<file path="src/ccc_defs.vh">
// Constants for the clock conditioner configuration block
`ifndef CCC_DEFS_VH
`define CCC_DEFS_VH
`define CCC_CFG_BITS      89
`define CCC_BASE_BITS     81
`define CCC_DC1_LO        71
`define CCC_DC1_HI        73
`define CCC_DC2_LO        77
`define CCC_DC2_HI        80
`define CCC_HALF_A        84
`define CCC_HALF_B        85
`define CCC_HALF_C        86
`define CCC_GMUX_LO       87
`define CCC_GMUX_HI       88
`define CCC_SRC_A_LO      0
`define CCC_SRC_B_LO      2
`define CCC_SRC_C_LO      4
`define CCC_PIN_A_LO      6
`define CCC_PIN_B_LO      8
`define CCC_PIN_C_LO      10
`define CCC_PLL_EN        12
`define CCC_EN_GLB        13
`define CCC_EN_YB         14
`define CCC_EN_GLC        15
`define CCC_EN_YC         16
`define CCC_DLY_GLA_LO    17
`define CCC_DLY_GLB_LO    21
`define CCC_DLY_GLC_LO    25
`define CCC_DLY_YB_LO     29
`define CCC_DLY_YC_LO     35
`define CCC_FB_DLY_LO     41
`define CCC_SRC_SE        2'h0
`define CCC_SRC_DIFF      2'h1
`define CCC_SRC_CORE      2'h2
`endif

</file>
<file path="src/ccc_config.v">
// Clock conditioner run-time configuration register and output steering
//
// Summary of operation
// - Three global outputs A, B, C
// - Each global input picks one of three single-ended or two differential pins
// - Source: single-ended, differential or core
// - PLL reference from input A, drives A
// - Core B/C in use blocks global reuse
// - Core outputs carry longer selectable delay
// - Five phase delays plus feedback advance delay
// - Hold sleep low while reference static
// - Shift ends, then update applies config
// - Bits 71-73 and 77-80 ignored
// - Bits 88:87 pick glitchless mux inputs
// - Bits 84-86 enable oscillator half division with PLL bypassed
// - Bits 81-88 only in extended variant
// - Serial asynchronous run-time access path
`timescale 1ns/1ps
`include "ccc_defs.vh"

module ccc_config #(
   parameter EXTENDED  = 1,                     // Extended variant with bits 81..88
   parameter SE_PINS   = 3,                     // Dedicated single-ended inputs
   parameter DIFF_PINS = 2                      // Dedicated differential inputs
)(
   input  wire        clk,
   input  wire        srst,
   input  wire        serial_config_in,
   input  wire        shift_enable,
   input  wire        update_strobe,
   input  wire        pll_sleep_n,
   input  wire [2:0]  ref_clock_in_a,
   input  wire [2:0]  clock_in_b,
   input  wire [2:0]  clock_in_c,
   input  wire [1:0]  diff_in_a,
   input  wire [1:0]  diff_in_b,
   input  wire [1:0]  diff_in_c,
   input  wire        core_clk_a,
   input  wire        core_clk_b,
   input  wire        core_clk_c,
   input  wire        pll_clk,
   input  wire        osc_clk,
   output reg         global_out_a,
   output reg         global_out_b,
   output reg         global_out_c,
   output reg         core_out_b,
   output reg         core_out_c,
   output reg  [3:0]  dly_global_a,
   output reg  [3:0]  dly_global_b,
   output reg  [3:0]  dly_global_c,
   output reg  [5:0]  dly_core_b,
   output reg  [5:0]  dly_core_c,
   output reg  [3:0]  dly_feedback,
   output reg  [1:0]  output_mux_select,
   output reg         osc_half_div_a,
   output reg         osc_half_div_b,
   output reg         osc_half_div_c,
   output reg         pll_run,
   output reg         grouping_err
);

   localparam NB = `CCC_CFG_BITS;               // Shift chain length
   localparam [1:0] ST_IDLE  = 2'h0;            // No shifting seen
   localparam [1:0] ST_SHIFT = 2'h1;            // Shifting in progress
   localparam [1:0] ST_READY = 2'h2;            // Shift done, awaiting update

   // Timing counted from the pin edges
   // Two synchroniser stages, then one edge to detect the update
   // Active word moves three clocks after the update pin rises
   // Registered outputs follow one clock after the active word
   // Data and shift enable share one path, so bits stay aligned

   // Synchronisers for the asynchronous serial port pins
   reg  [2:0]    meta_r;                        // First stage
   reg  [2:0]    sync_r;                        // Second stage
   reg           upd_d_r;                       // Update edge detector
   wire          sdi   = sync_r[0];             // Synchronised data
   wire          sen   = sync_r[1];             // Synchronised shift enable
   wire          supd  = sync_r[2];             // Synchronised update
   wire          upd_rise = supd & ~upd_d_r;    // One update per strobe

   reg  [NB-1:0] shift_r;                       // Serial shift register
   reg  [NB-1:0] cfg_r;                         // Active configuration
   reg  [NB-1:0] cfg_nxt;                       // Masked shadow value
   reg  [1:0]    state_r;                       // Loader sequence tracking
   reg  [1:0]    state_nxt;

   // Pin synchronisers: the loader is not timed to this clock
   // Each pin passes two flops before any logic reads it
   // Only the second stage is read; the first may be metastable
   always @(posedge clk)
   begin
      if (srst)
      begin
         meta_r  <= 3'h0;
         sync_r  <= 3'h0;
         upd_d_r <= 1'b0;
      end
      else
      begin
         meta_r  <= {update_strobe, shift_enable, serial_config_in};
         sync_r  <= meta_r;
         upd_d_r <= supd;
      end
   end

   // Shift register: MSB enters first, one bit per enabled clock
   // Held while shift is low, so a moving data line is harmless
   always @(posedge clk)
   begin
      if (srst)
         shift_r <= {NB{1'b0}};
      else if (sen)
         shift_r <= {shift_r[NB-2:0], sdi};
   end

   // Shadow mask: don't-care fields and absent extended bits cleared
   // Cleared bits keep the ignored fields deterministic
   genvar gi;
   generate
      for (gi = 0; gi < NB; gi = gi + 1)
      begin : g_mask
         always @*
         begin
            if ((gi >= `CCC_DC1_LO && gi <= `CCC_DC1_HI) ||
                (gi >= `CCC_DC2_LO && gi <= `CCC_DC2_HI))
               cfg_nxt[gi] = 1'b0;
            else if (gi >= `CCC_BASE_BITS && EXTENDED == 0)
               cfg_nxt[gi] = 1'b0;
            else
               cfg_nxt[gi] = shift_r[gi];
         end
      end
   endgenerate

   // Loader sequence: update honoured only after a finished frame
   always @*
   begin
      state_nxt = state_r;
      case (state_r)
         ST_IDLE:
         begin
            // First shifted bit opens a frame
            if (sen)
               state_nxt = ST_SHIFT;
         end
         ST_SHIFT:
         begin
            // Shift dropped: frame complete, update now allowed
            if (!sen)
               state_nxt = ST_READY;
         end
         ST_READY:
         begin
            // A fresh shift restarts the frame; an update closes it
            if (sen)
               state_nxt = ST_SHIFT;
            else if (upd_rise)
               state_nxt = ST_IDLE;
         end
         default:
            state_nxt = ST_IDLE;                // Unused code recovers
      endcase
   end

   // Active configuration update
   always @(posedge clk)
   begin
      if (srst)
      begin
         // Reset clears the word, so all outputs start low
         state_r <= ST_IDLE;
         cfg_r   <= {NB{1'b0}};
      end
      else
      begin
         state_r <= state_nxt;
         // Update edge with shift low, after a finished frame
         if (upd_rise && !sen && state_r == ST_READY)
            cfg_r <= cfg_nxt;
      end
   end

   // Configuration fields
   // Decoded from the active word only, never from the shifter
   wire [1:0] src_a = cfg_r[`CCC_SRC_A_LO+1:`CCC_SRC_A_LO];
   wire [1:0] src_b = cfg_r[`CCC_SRC_B_LO+1:`CCC_SRC_B_LO];
   wire [1:0] src_c = cfg_r[`CCC_SRC_C_LO+1:`CCC_SRC_C_LO];
   wire [1:0] pin_a = cfg_r[`CCC_PIN_A_LO+1:`CCC_PIN_A_LO];
   wire [1:0] pin_b = cfg_r[`CCC_PIN_B_LO+1:`CCC_PIN_B_LO];
   wire [1:0] pin_c = cfg_r[`CCC_PIN_C_LO+1:`CCC_PIN_C_LO];
   wire       pll_en = cfg_r[`CCC_PLL_EN];
   wire       en_glb = cfg_r[`CCC_EN_GLB];
   wire       en_yb  = cfg_r[`CCC_EN_YB];
   wire       en_glc = cfg_r[`CCC_EN_GLC];
   wire       en_yc  = cfg_r[`CCC_EN_YC];

   // Source selection for one global location
   // Out-of-range pin codes give a quiet low rather than an unknown
   function sel_src;
      input [1:0] src;
      input [1:0] pin;
      input [2:0] se;
      input [1:0] df;
      input       core;
      begin
         case (src)
            `CCC_SRC_SE:   sel_src = (pin < SE_PINS) ? se[pin] : 1'b0;
            `CCC_SRC_DIFF: sel_src = (pin < DIFF_PINS) ? df[pin[0]] : 1'b0;
            `CCC_SRC_CORE: sel_src = core;
            default:       sel_src = 1'b0;
         endcase
      end
   endfunction

   wire in_a = sel_src(src_a, pin_a, ref_clock_in_a, diff_in_a, core_clk_a);
   wire in_b = sel_src(src_b, pin_b, clock_in_b, diff_in_b, core_clk_b);
   wire in_c = sel_src(src_c, pin_c, clock_in_c, diff_in_c, core_clk_c);

   // Grouping: C-side outputs need a B-side output
   // Illegal C-without-B keeps B and C off the PLL and raises a flag
   // Sleep low keeps the PLL stopped whatever the word says
   wire b_any   = en_yb | en_glb;
   wire c_any   = en_yc | en_glc;
   wire grp_ok  = !(c_any && !b_any);
   wire pll_on  = pll_en & pll_sleep_n;
   wire b_pll   = pll_on & b_any & grp_ok;
   wire c_pll   = pll_on & c_any & grp_ok;

   // Output stage, all registered
   // Each output is one flop from its source, so glitches stay inside
   always @(posedge clk)
   begin
      if (srst)
      begin
         global_out_a <= 1'b0;
         global_out_b <= 1'b0;
         global_out_c <= 1'b0;
         core_out_b   <= 1'b0;
         core_out_c   <= 1'b0;
         pll_run      <= 1'b0;
         grouping_err <= 1'b0;
      end
      else
      begin
         pll_run      <= pll_on;
         grouping_err <= pll_en & ~grp_ok;
         // Output A: PLL fed by input A, else plain buffer
         global_out_a <= pll_on ? pll_clk : in_a;
         // Output B: core use blocks independent buffer reuse
         if (b_pll)
            global_out_b <= en_glb & pll_clk;
         else
            global_out_b <= (pll_on & en_yb) ? 1'b0 : in_b;
         // Output C: same pattern as B, gated by C-side use
         if (c_pll)
            global_out_c <= en_glc & pll_clk;
         else
            global_out_c <= (pll_on & en_yc) ? 1'b0 : in_c;
         // Core outputs carry the PLL clock only when their side is on the PLL and enabled
         core_out_b   <= b_pll & en_yb & pll_clk;
         core_out_c   <= c_pll & en_yc & pll_clk;
      end
   end

   // Delay and oscillator controls, registered from active config
   // Codes follow the active word one clock later, like the clocks
   always @(posedge clk)
   begin
      if (srst)
      begin
         dly_global_a      <= 4'h0;
         dly_global_b      <= 4'h0;
         dly_global_c      <= 4'h0;
         dly_core_b        <= 6'h00;
         dly_core_c        <= 6'h00;
         dly_feedback      <= 4'h0;
         output_mux_select <= 2'h0;
         osc_half_div_a    <= 1'b0;
         osc_half_div_b    <= 1'b0;
         osc_half_div_c    <= 1'b0;
      end
      else
      begin
         dly_global_a <= cfg_r[`CCC_DLY_GLA_LO+3:`CCC_DLY_GLA_LO];
         dly_global_b <= cfg_r[`CCC_DLY_GLB_LO+3:`CCC_DLY_GLB_LO];
         dly_global_c <= cfg_r[`CCC_DLY_GLC_LO+3:`CCC_DLY_GLC_LO];
         dly_core_b   <= cfg_r[`CCC_DLY_YB_LO+5:`CCC_DLY_YB_LO];
         dly_core_c   <= cfg_r[`CCC_DLY_YC_LO+5:`CCC_DLY_YC_LO];
         dly_feedback <= cfg_r[`CCC_FB_DLY_LO+3:`CCC_FB_DLY_LO];
         output_mux_select <= cfg_r[`CCC_GMUX_HI:`CCC_GMUX_LO];
         // Half division only meaningful with PLL bypassed
         osc_half_div_a <= ~pll_en & cfg_r[`CCC_HALF_A];
         osc_half_div_b <= ~pll_en & cfg_r[`CCC_HALF_B];
         osc_half_div_c <= ~pll_en & cfg_r[`CCC_HALF_C];
      end
   end

endmodule // ccc_config

</file>
<file path="config.mk">
export PLATFORM = sky130hd
export DESIGN_NAME = ccc_config
export DESIGN_NICKNAME = d
export VERILOG_FILES = /design/src/ccc_config.v
export VERILOG_INCLUDE_DIRS = /design/src
export SDC_FILE = /design/constraint.sdc
export NUM_CORES = 1
export LEC_CHECK = 0
export ABC_AREA = 0
export BUFFER_PORTS_ARGS = -buffer_cell sky130_fd_sc_hd__buf_2
export CORE_ASPECT_RATIO = 0.6
export CORE_MARGIN = 2
export CORE_UTILIZATION = 25
export DETAILED_ROUTE_END_ITERATION = 6
export PLACE_DENSITY = 0.52
export REMOVE_ABC_BUFFERS = 1
export SLEW_MARGIN = 20
export SYNTH_ARGS = -nofsm -noshare
export SYNTH_HDL_FRONTEND = slang
export SYNTH_SLANG_ARGS = --single-unit
</file>
<file path="constraint.sdc">
create_clock -name clk -period 1.4 [get_ports clk]
set_input_delay 0.07 -clock clk [delete_from_list [all_inputs] [get_ports clk]]
set_output_delay 0.07 -clock clk [all_outputs]
set_load 0.05 [all_outputs]
</file>
==> results of run 1 <==
==> worst reg2reg max path: stages (launching register included) <==
cell and delay (ns):
dfxtp_2 0.34, mux4_2 0.47, nor2b_1 0.14, o311ai_1 0.25
a21oi_1 0.10
==> layout make-up <==
class                           count  area share [%]
Timing Repair Buffer               93            8.31
Multi-Input combinational cell    374            30.3
Sequential cell                   188            48.5
Clock buffer                       20            6.00
Inverter                            6           0.290
Clock inverter                     12            1.43
Tap cell                          322            5.18
==> worst max-delay path by stage <==
stage | start | end | slack (ns) | cells after the start
floorplan | sync_r[1] | cfg_r[0] | -3.50 | 3
global placement | cfg_r[6] | global_out_a | -0.10 | 4
detailed placement | cfg_r[6] | global_out_a | -0.1 | 4
CTS | cfg_r[6] | global_out_a | -0.04 | 4
global route | cfg_r[6] | global_out_a | -0.12 | 4
finish | cfg_r[6] | global_out_a | -0.02 | 4
==> synthesized netlist by cell type <==
library cell	instances
nor2_1	94
nand4_1	1
buf_2	27
nor2b_1	40
o21ai_0	5
nand3_1	1
a21boi_0	1
nand3b_1	1
nor3b_1	1
a22o_1	19
o211ai_1	1
and3_1	1
dfxtp_1	188
nor3_1	5
and2_1	4
o2111a_1	1
or3_1	1
or2_1	1
mux4_2	2
nand2_1	64
mux2i_1	91
a21oi_1	35
clkbuf_1	12
o311ai_1	1
o22a_1	1
inv_1	6
a31o_2	1
nand4bb_1	1
o221ai_1	1
==> routing by layer <==
layer  GRT usage (%)  routed length (um)  vias up
li1                -                   -     2166
met1            15.0                6930     1924
met2            13.3                4930       76
met3            2.55                 704        8
met4            3.03                  97        0
met5               0                   0        -
==> power breakdown <==
group	internal [uW]	switching, uW	total (uW)
logic	126	181	307
registers	5360	7.95	5370
clock network	2610	2070	4680
total	8100	2260	10400
==> per-stage QoR <==
stage	std cells	TNS, ns	power, uW	area [um2]
4_1_cts	1013	-0.0444	10500	7740
5_1_grt	1015	-0.117	10800	7770
2_1_floorplan	568	-378.71	5640	6120
3_5_place_dp	977	-0.0958	5790	7120
6_report	1015	-0.0218	10400	7770
3_3_place_gp	977	-0.101	5790	7120
==> cells by family (layout without fill, tap and decap cells) <==
logic type	count (synthesis)	in the layout	share of synthesized area [%]
AO/OA/AOI/OAI	66	66	6.79
multiplexers	93	93	15.2
flip-flops	188	188	59.7
AND/OR/NAND/NOR	215	215	15.1
buffers and inverters	45	131	3.22
==> sequential cells by signal, summed over array words and instances (netlist names), 2 cells and up <==
signal and flops:
dly_core_b 6, output_mux_select 2, dly_global_a 4, sync_r 3, shift_r 89, dly_global_c 4, state_r 2, meta_r 3
cfg_r 50, dly_global_b 4, dly_feedback 4, dly_core_c 6
==> timing repair <==
item                       4_1_cts  5_1_grt
cloned                           0        1
hold endpoints to repair         4        0
hold buffers                     4        0
pin swaps                        2        1
setup endpoints to repair        2       31
setup buffers                    0        1
gates resized for setup          2        7
==> results.yml, run 1 <==
setup_path:
  crit_arrival_ns: 1.72
  critPathMaxStageDelay_ns: 0.47
  r2r-start: "cfg_r[6]"
  critPathMaxFanout: 2
  r2r_slack_ns: -0.02
  rr_worst_depth: 4
  r2r-end: "global_out_a"
  critPathKind: "flip-flop to flip-flop"
  critical_path.top_delay_family: "multiplexers"
  critPathRequiredTime_ns: 1.70
  cp-start-kind: "flip-flop"
  endpoint_kind: "flip-flop"
  path_cells: "mux4_2 -> nor2b_1 -> o311ai_1 -> a21oi_1"
  critPathSlowestCell: "mux4_2"
  path_buf_inv: 0
timing:
  holdWs_ns: 0.0270
  rsz0062_at_grt: "true"
  setup_viol: 1
  finalHoldViolations: 0
  fmax_ghz: 0.703
  finalMaxSlewViolations: 0
  worst_slack_ns: -0.0218
  slew_headroom_pct: 73.6
  finClkSkew_ns: 0.00916
  tightest_slew_ns: 0.394
  period_minus_slack_ns: 1.42
  fin_crit_sh_pct: 102
synth:
  yosys_warnings: 0
  synth_cell_type_count: 29
  syn_area_per_cell_um2: 10.4
  yosysSeqAreaShare_pct: 59.7
  yosys.area.top_type: "dfxtp_1"
  syn_inst: 607
  synthTopCellsByArea: "dfxtp_1 60%, mux2i_1 14%, nor2_1 5.6%"
  syn_area_um2: 6300
  synth_top_area_share_pct: 59.7
  ys_ff_latch: 188
floorplanning:
  die_x_um: 209
  core_area_um2: 24400
  num_io_pins: 66
  rows: 44
  dieArea_um2: 26500
  initial_utilization_pct: 25.8
  die_y_um: 127
final_layout:
  fin_util_pct: 31.8
  drive_gt1_share_pct: 18.8
  insertedDiodeCount: 0
  multi_input_area_um2: 2350
  num-nets-final: 706
  layout_commonest_cell: "dfxtp_1"
  final_cell_mix: "185 x dfxtp_1, 93 x nor2_1, 91 x mux2i_1"
  fillers: 2576
  areaGrowthSynthToFinish_pct: 23.4
  seq_area_um2: 3770
run_status:
  violations: "negative setup slack"
  status: "complete, but fails checks"
routing:
  drc: 0
  avgRoutedWirePerCell_um: 12.5
  drt_iter0_drc: 221
  ant_nets: 0
  firstDrtPassIters: 4
  viasPerCell: 4.11
  via_count: 4174
  drt_wl_total_um: 12700
placement:
  pre_cts_ws_ns: -0.0958
  dp_hpwl_um: 8240
  place_congestion: 0.699
  portBuffers: 64
global_route:
  antenna_found_initial: 0
  grt_usage_pct: 9.86
  grt_pass1_wl_um: 20900
  grt_max_degree: 56
  grt_pass1_vias: 3933
  grt.overflow.total: 0
clock_tree:
  clkTransAtPathRegs_ns: 0.07
  clock_latency_ns: 0.42
  cts_htree_levels: 4
  root_buffer: "clkbuf_16"
  tritoncts: "done"
  cts_buffers: 17
  clock-sinks: 188
  clk_path_buf_depth: 2
power_and_ir_drop:
  leakage_uw: 0.00296
  powerDensity_nw_per_um2: 1330
  ir_drop_uv: 720
min_path:
  hold_path_class: "primary input to flip-flop"
  hold_start: "pll_sleep_n"
  hold_end: "core_out_b"
  min_path_cells: 3
run:
  cap_violations: 0
(Power assumes the default switching activity.)
==> inputs of run 2 (changes only) <==
--- a/config.mk
+++ b/config.mk
@@ -8,11 +8,12 @@
 export LEC_CHECK = 0
 export ABC_AREA = 0
 export BUFFER_PORTS_ARGS = -buffer_cell sky130_fd_sc_hd__buf_2
+export CAP_MARGIN = 10
 export CORE_ASPECT_RATIO = 0.6
 export CORE_MARGIN = 2
 export CORE_UTILIZATION = 25
 export DETAILED_ROUTE_END_ITERATION = 6
-export PLACE_DENSITY = 0.52
+export PLACE_DENSITY = 0.39
 export REMOVE_ABC_BUFFERS = 1
 export SLEW_MARGIN = 20
 export SYNTH_ARGS = -nofsm -noshare
==> constraint.sdc (replaced) <==
create_clock -name clk -period 1.8 [get_ports clk]
set_input_delay 0.09 -clock clk [delete_from_list [all_inputs] [get_ports clk]]
set_output_delay 0.09 -clock clk [all_outputs]
set_load 0.05 [all_outputs]
==> results.yml, run 2 (same netlist as run 1, synthesis figures left out) <==
setup_path:
  critPathRequiredTime_ns: 2.11
  critPathKind: "flip-flop to flip-flop"
  critPathMaxFanout: 3
  path_cells: "mux4_2 -> nor2b_1 -> o311ai_1 -> a21oi_1"
  endpoint_kind: "flip-flop"
  critPathMaxStageDelay_ns: 0.50
  cp-start-kind: "flip-flop"
  critPathSlowestCell: "mux4_2"
  crit_arrival_ns: 1.95
routing:
  drc: 0
  avgRoutedWirePerCell_um: 12.6
  drt_wl_total_um: 12600
  drt_iter0_drc: 257
  viasPerCell: 4.10
  via_count: 4122
  firstDrtPassIters: 4
  ant_nets: 0
run:
  cap_violations: 0
final_layout:
  biggestRegsByFlops: "shift_r x89, cfg_r x50"
  insertedDiodeCount: 0
  areaGrowthSynthToFinish_pct: 22.4
  layout_commonest_cell: "dfxtp_1"
  drive_gt1_share_pct: 17.1
  top_register: "shift_r"
  final_cell_mix: "187 x dfxtp_1, 93 x nor2_1, 91 x mux2i_1"
  final_area_um2: 7710
  num-nets-final: 697
  largest_reg_flops: 89
timing:
  fmax_ghz: 0.609
  period_minus_slack_ns: 1.64
  holdWs_ns: 0.0552
  fin_crit_sh_pct: 91.2
  slew_headroom_pct: 58.4
  worst_slack_ns: 0.158
  finalHoldViolations: 0
  finClkSkew_ns: 0.00682
  setup_viol: 0
  tightest_slew_ns: 0.625
  finalMaxSlewViolations: 0
  rsz0062_at_grt: "false"
placement:
  place_congestion: 0.696
  portBuffers: 64
  dp_hpwl_um: 8010
  dpl_cell_area_um2: 7010
  pre_cts_ws_ns: 0.113
floorplanning:
  rows: 44
  die_y_um: 127
  num_io_pins: 66
  dieArea_um2: 26500
  initial_utilization_pct: 25.8
  core_area_um2: 24400
  die_x_um: 209
clock_tree:
  clock-sinks: 188
  clock_latency_ns: 0.43
  cts_htree_levels: 4
  post_cts_resize_count: 0
  tritoncts: "done"
  clk_path_buf_depth: 2
  cts_buffers: 17
  clkTransAtPathRegs_ns: 0.07
  root_buffer: "clkbuf_16"
  post_cts_buffers: 0
global_route:
  grt_usage_pct: 10.1
  grt_pass1_wl_um: 21100
  grt_pass1_vias: 4110
  top_usage_layer: "met1"
  grtUsageMet2_pct: 14.0
  grt.overflow.total: 0
  grt_max_degree: 92
  met3_usage_pct: 3.54
  antenna_found_initial: 0
  met1_usage_pct: 14.3
power_and_ir_drop:
  powerDensity_nw_per_um2: 1100
  ir_drop_uv: 505
  leakage_uw: 0.00291
run_status:
  status: "complete, no violations"
min_path:
  hold_path_class: "primary input to flip-flop"
run 2: final cells by class:
cell class	instances	area [um2]
Clock buffer	19	453
Clock inverter	13	189
Fill cell	2516	16700
Inverter	6	22.5
Multi-Input combinational cell	374	2340
Sequential cell	188	3770
Tap cell	322	403
Timing Repair Buffer	84	538
run 2: what timing repair did:
action / 4_1_cts / 5_1_grt
hold endpoints to repair: 6 / 0
hold buffers: 6 / 0
endpoints found under the setup margin: 0 / 0
run 2: critical path: cells and delay by family (launching register included):
kind | cells | cell delay, ns
AO/OA/AOI/OAI | 2 | 0.51
multiplexers | 1 | 0.50
flip-flops | 1 | 0.38
AND/OR/NAND/NOR | 1 | 0.14
run 2: stage by stage:
stage | cells | TNS, ns | util, % | power (uW)
final | 1006 | 0 | 31.6 | 8460
after global routing | 1006 | 0 | 31.6 | 8780
after CTS | 1006 | 0 | 31.6 | 8600
after detailed placement | 968 | 0 | 28.7 | 4490
after global placement | 968 | 0 | 28.7 | 4490
after floorplan | 568 | -322.30 | - | 4380
run 2: routing by layer:
metal  vias up  part of all wire (%)  wire [um]
met1      1909                    55       6890
met3        14                   4.2        527
met5         -                     0          0
met4         0                   1.3        162
met2        46                    40       5050
li1       2153                     -          -
run 2: report_power, final:
group	leakage (uW)	total (uW)	internal [uW]	switching, uW
Sequential	0.00152	4170	4170	5.97
Combinational	0.00108	227	91.5	136
Clock	0.000310	4060	2410	1650
Total	0.00291	8460	6670	1790
run 2: final timing paths:
check        startpoint            to  slack (ns)  cells past startpoint
max            cfg_r[6]  global_out_a        0.16                      4
min                srst    shift_r[0]        0.06                      2
max reg2reg    cfg_r[6]  global_out_a        0.16                      4
min reg2reg   meta_r[0]     sync_r[0]        0.44                      1
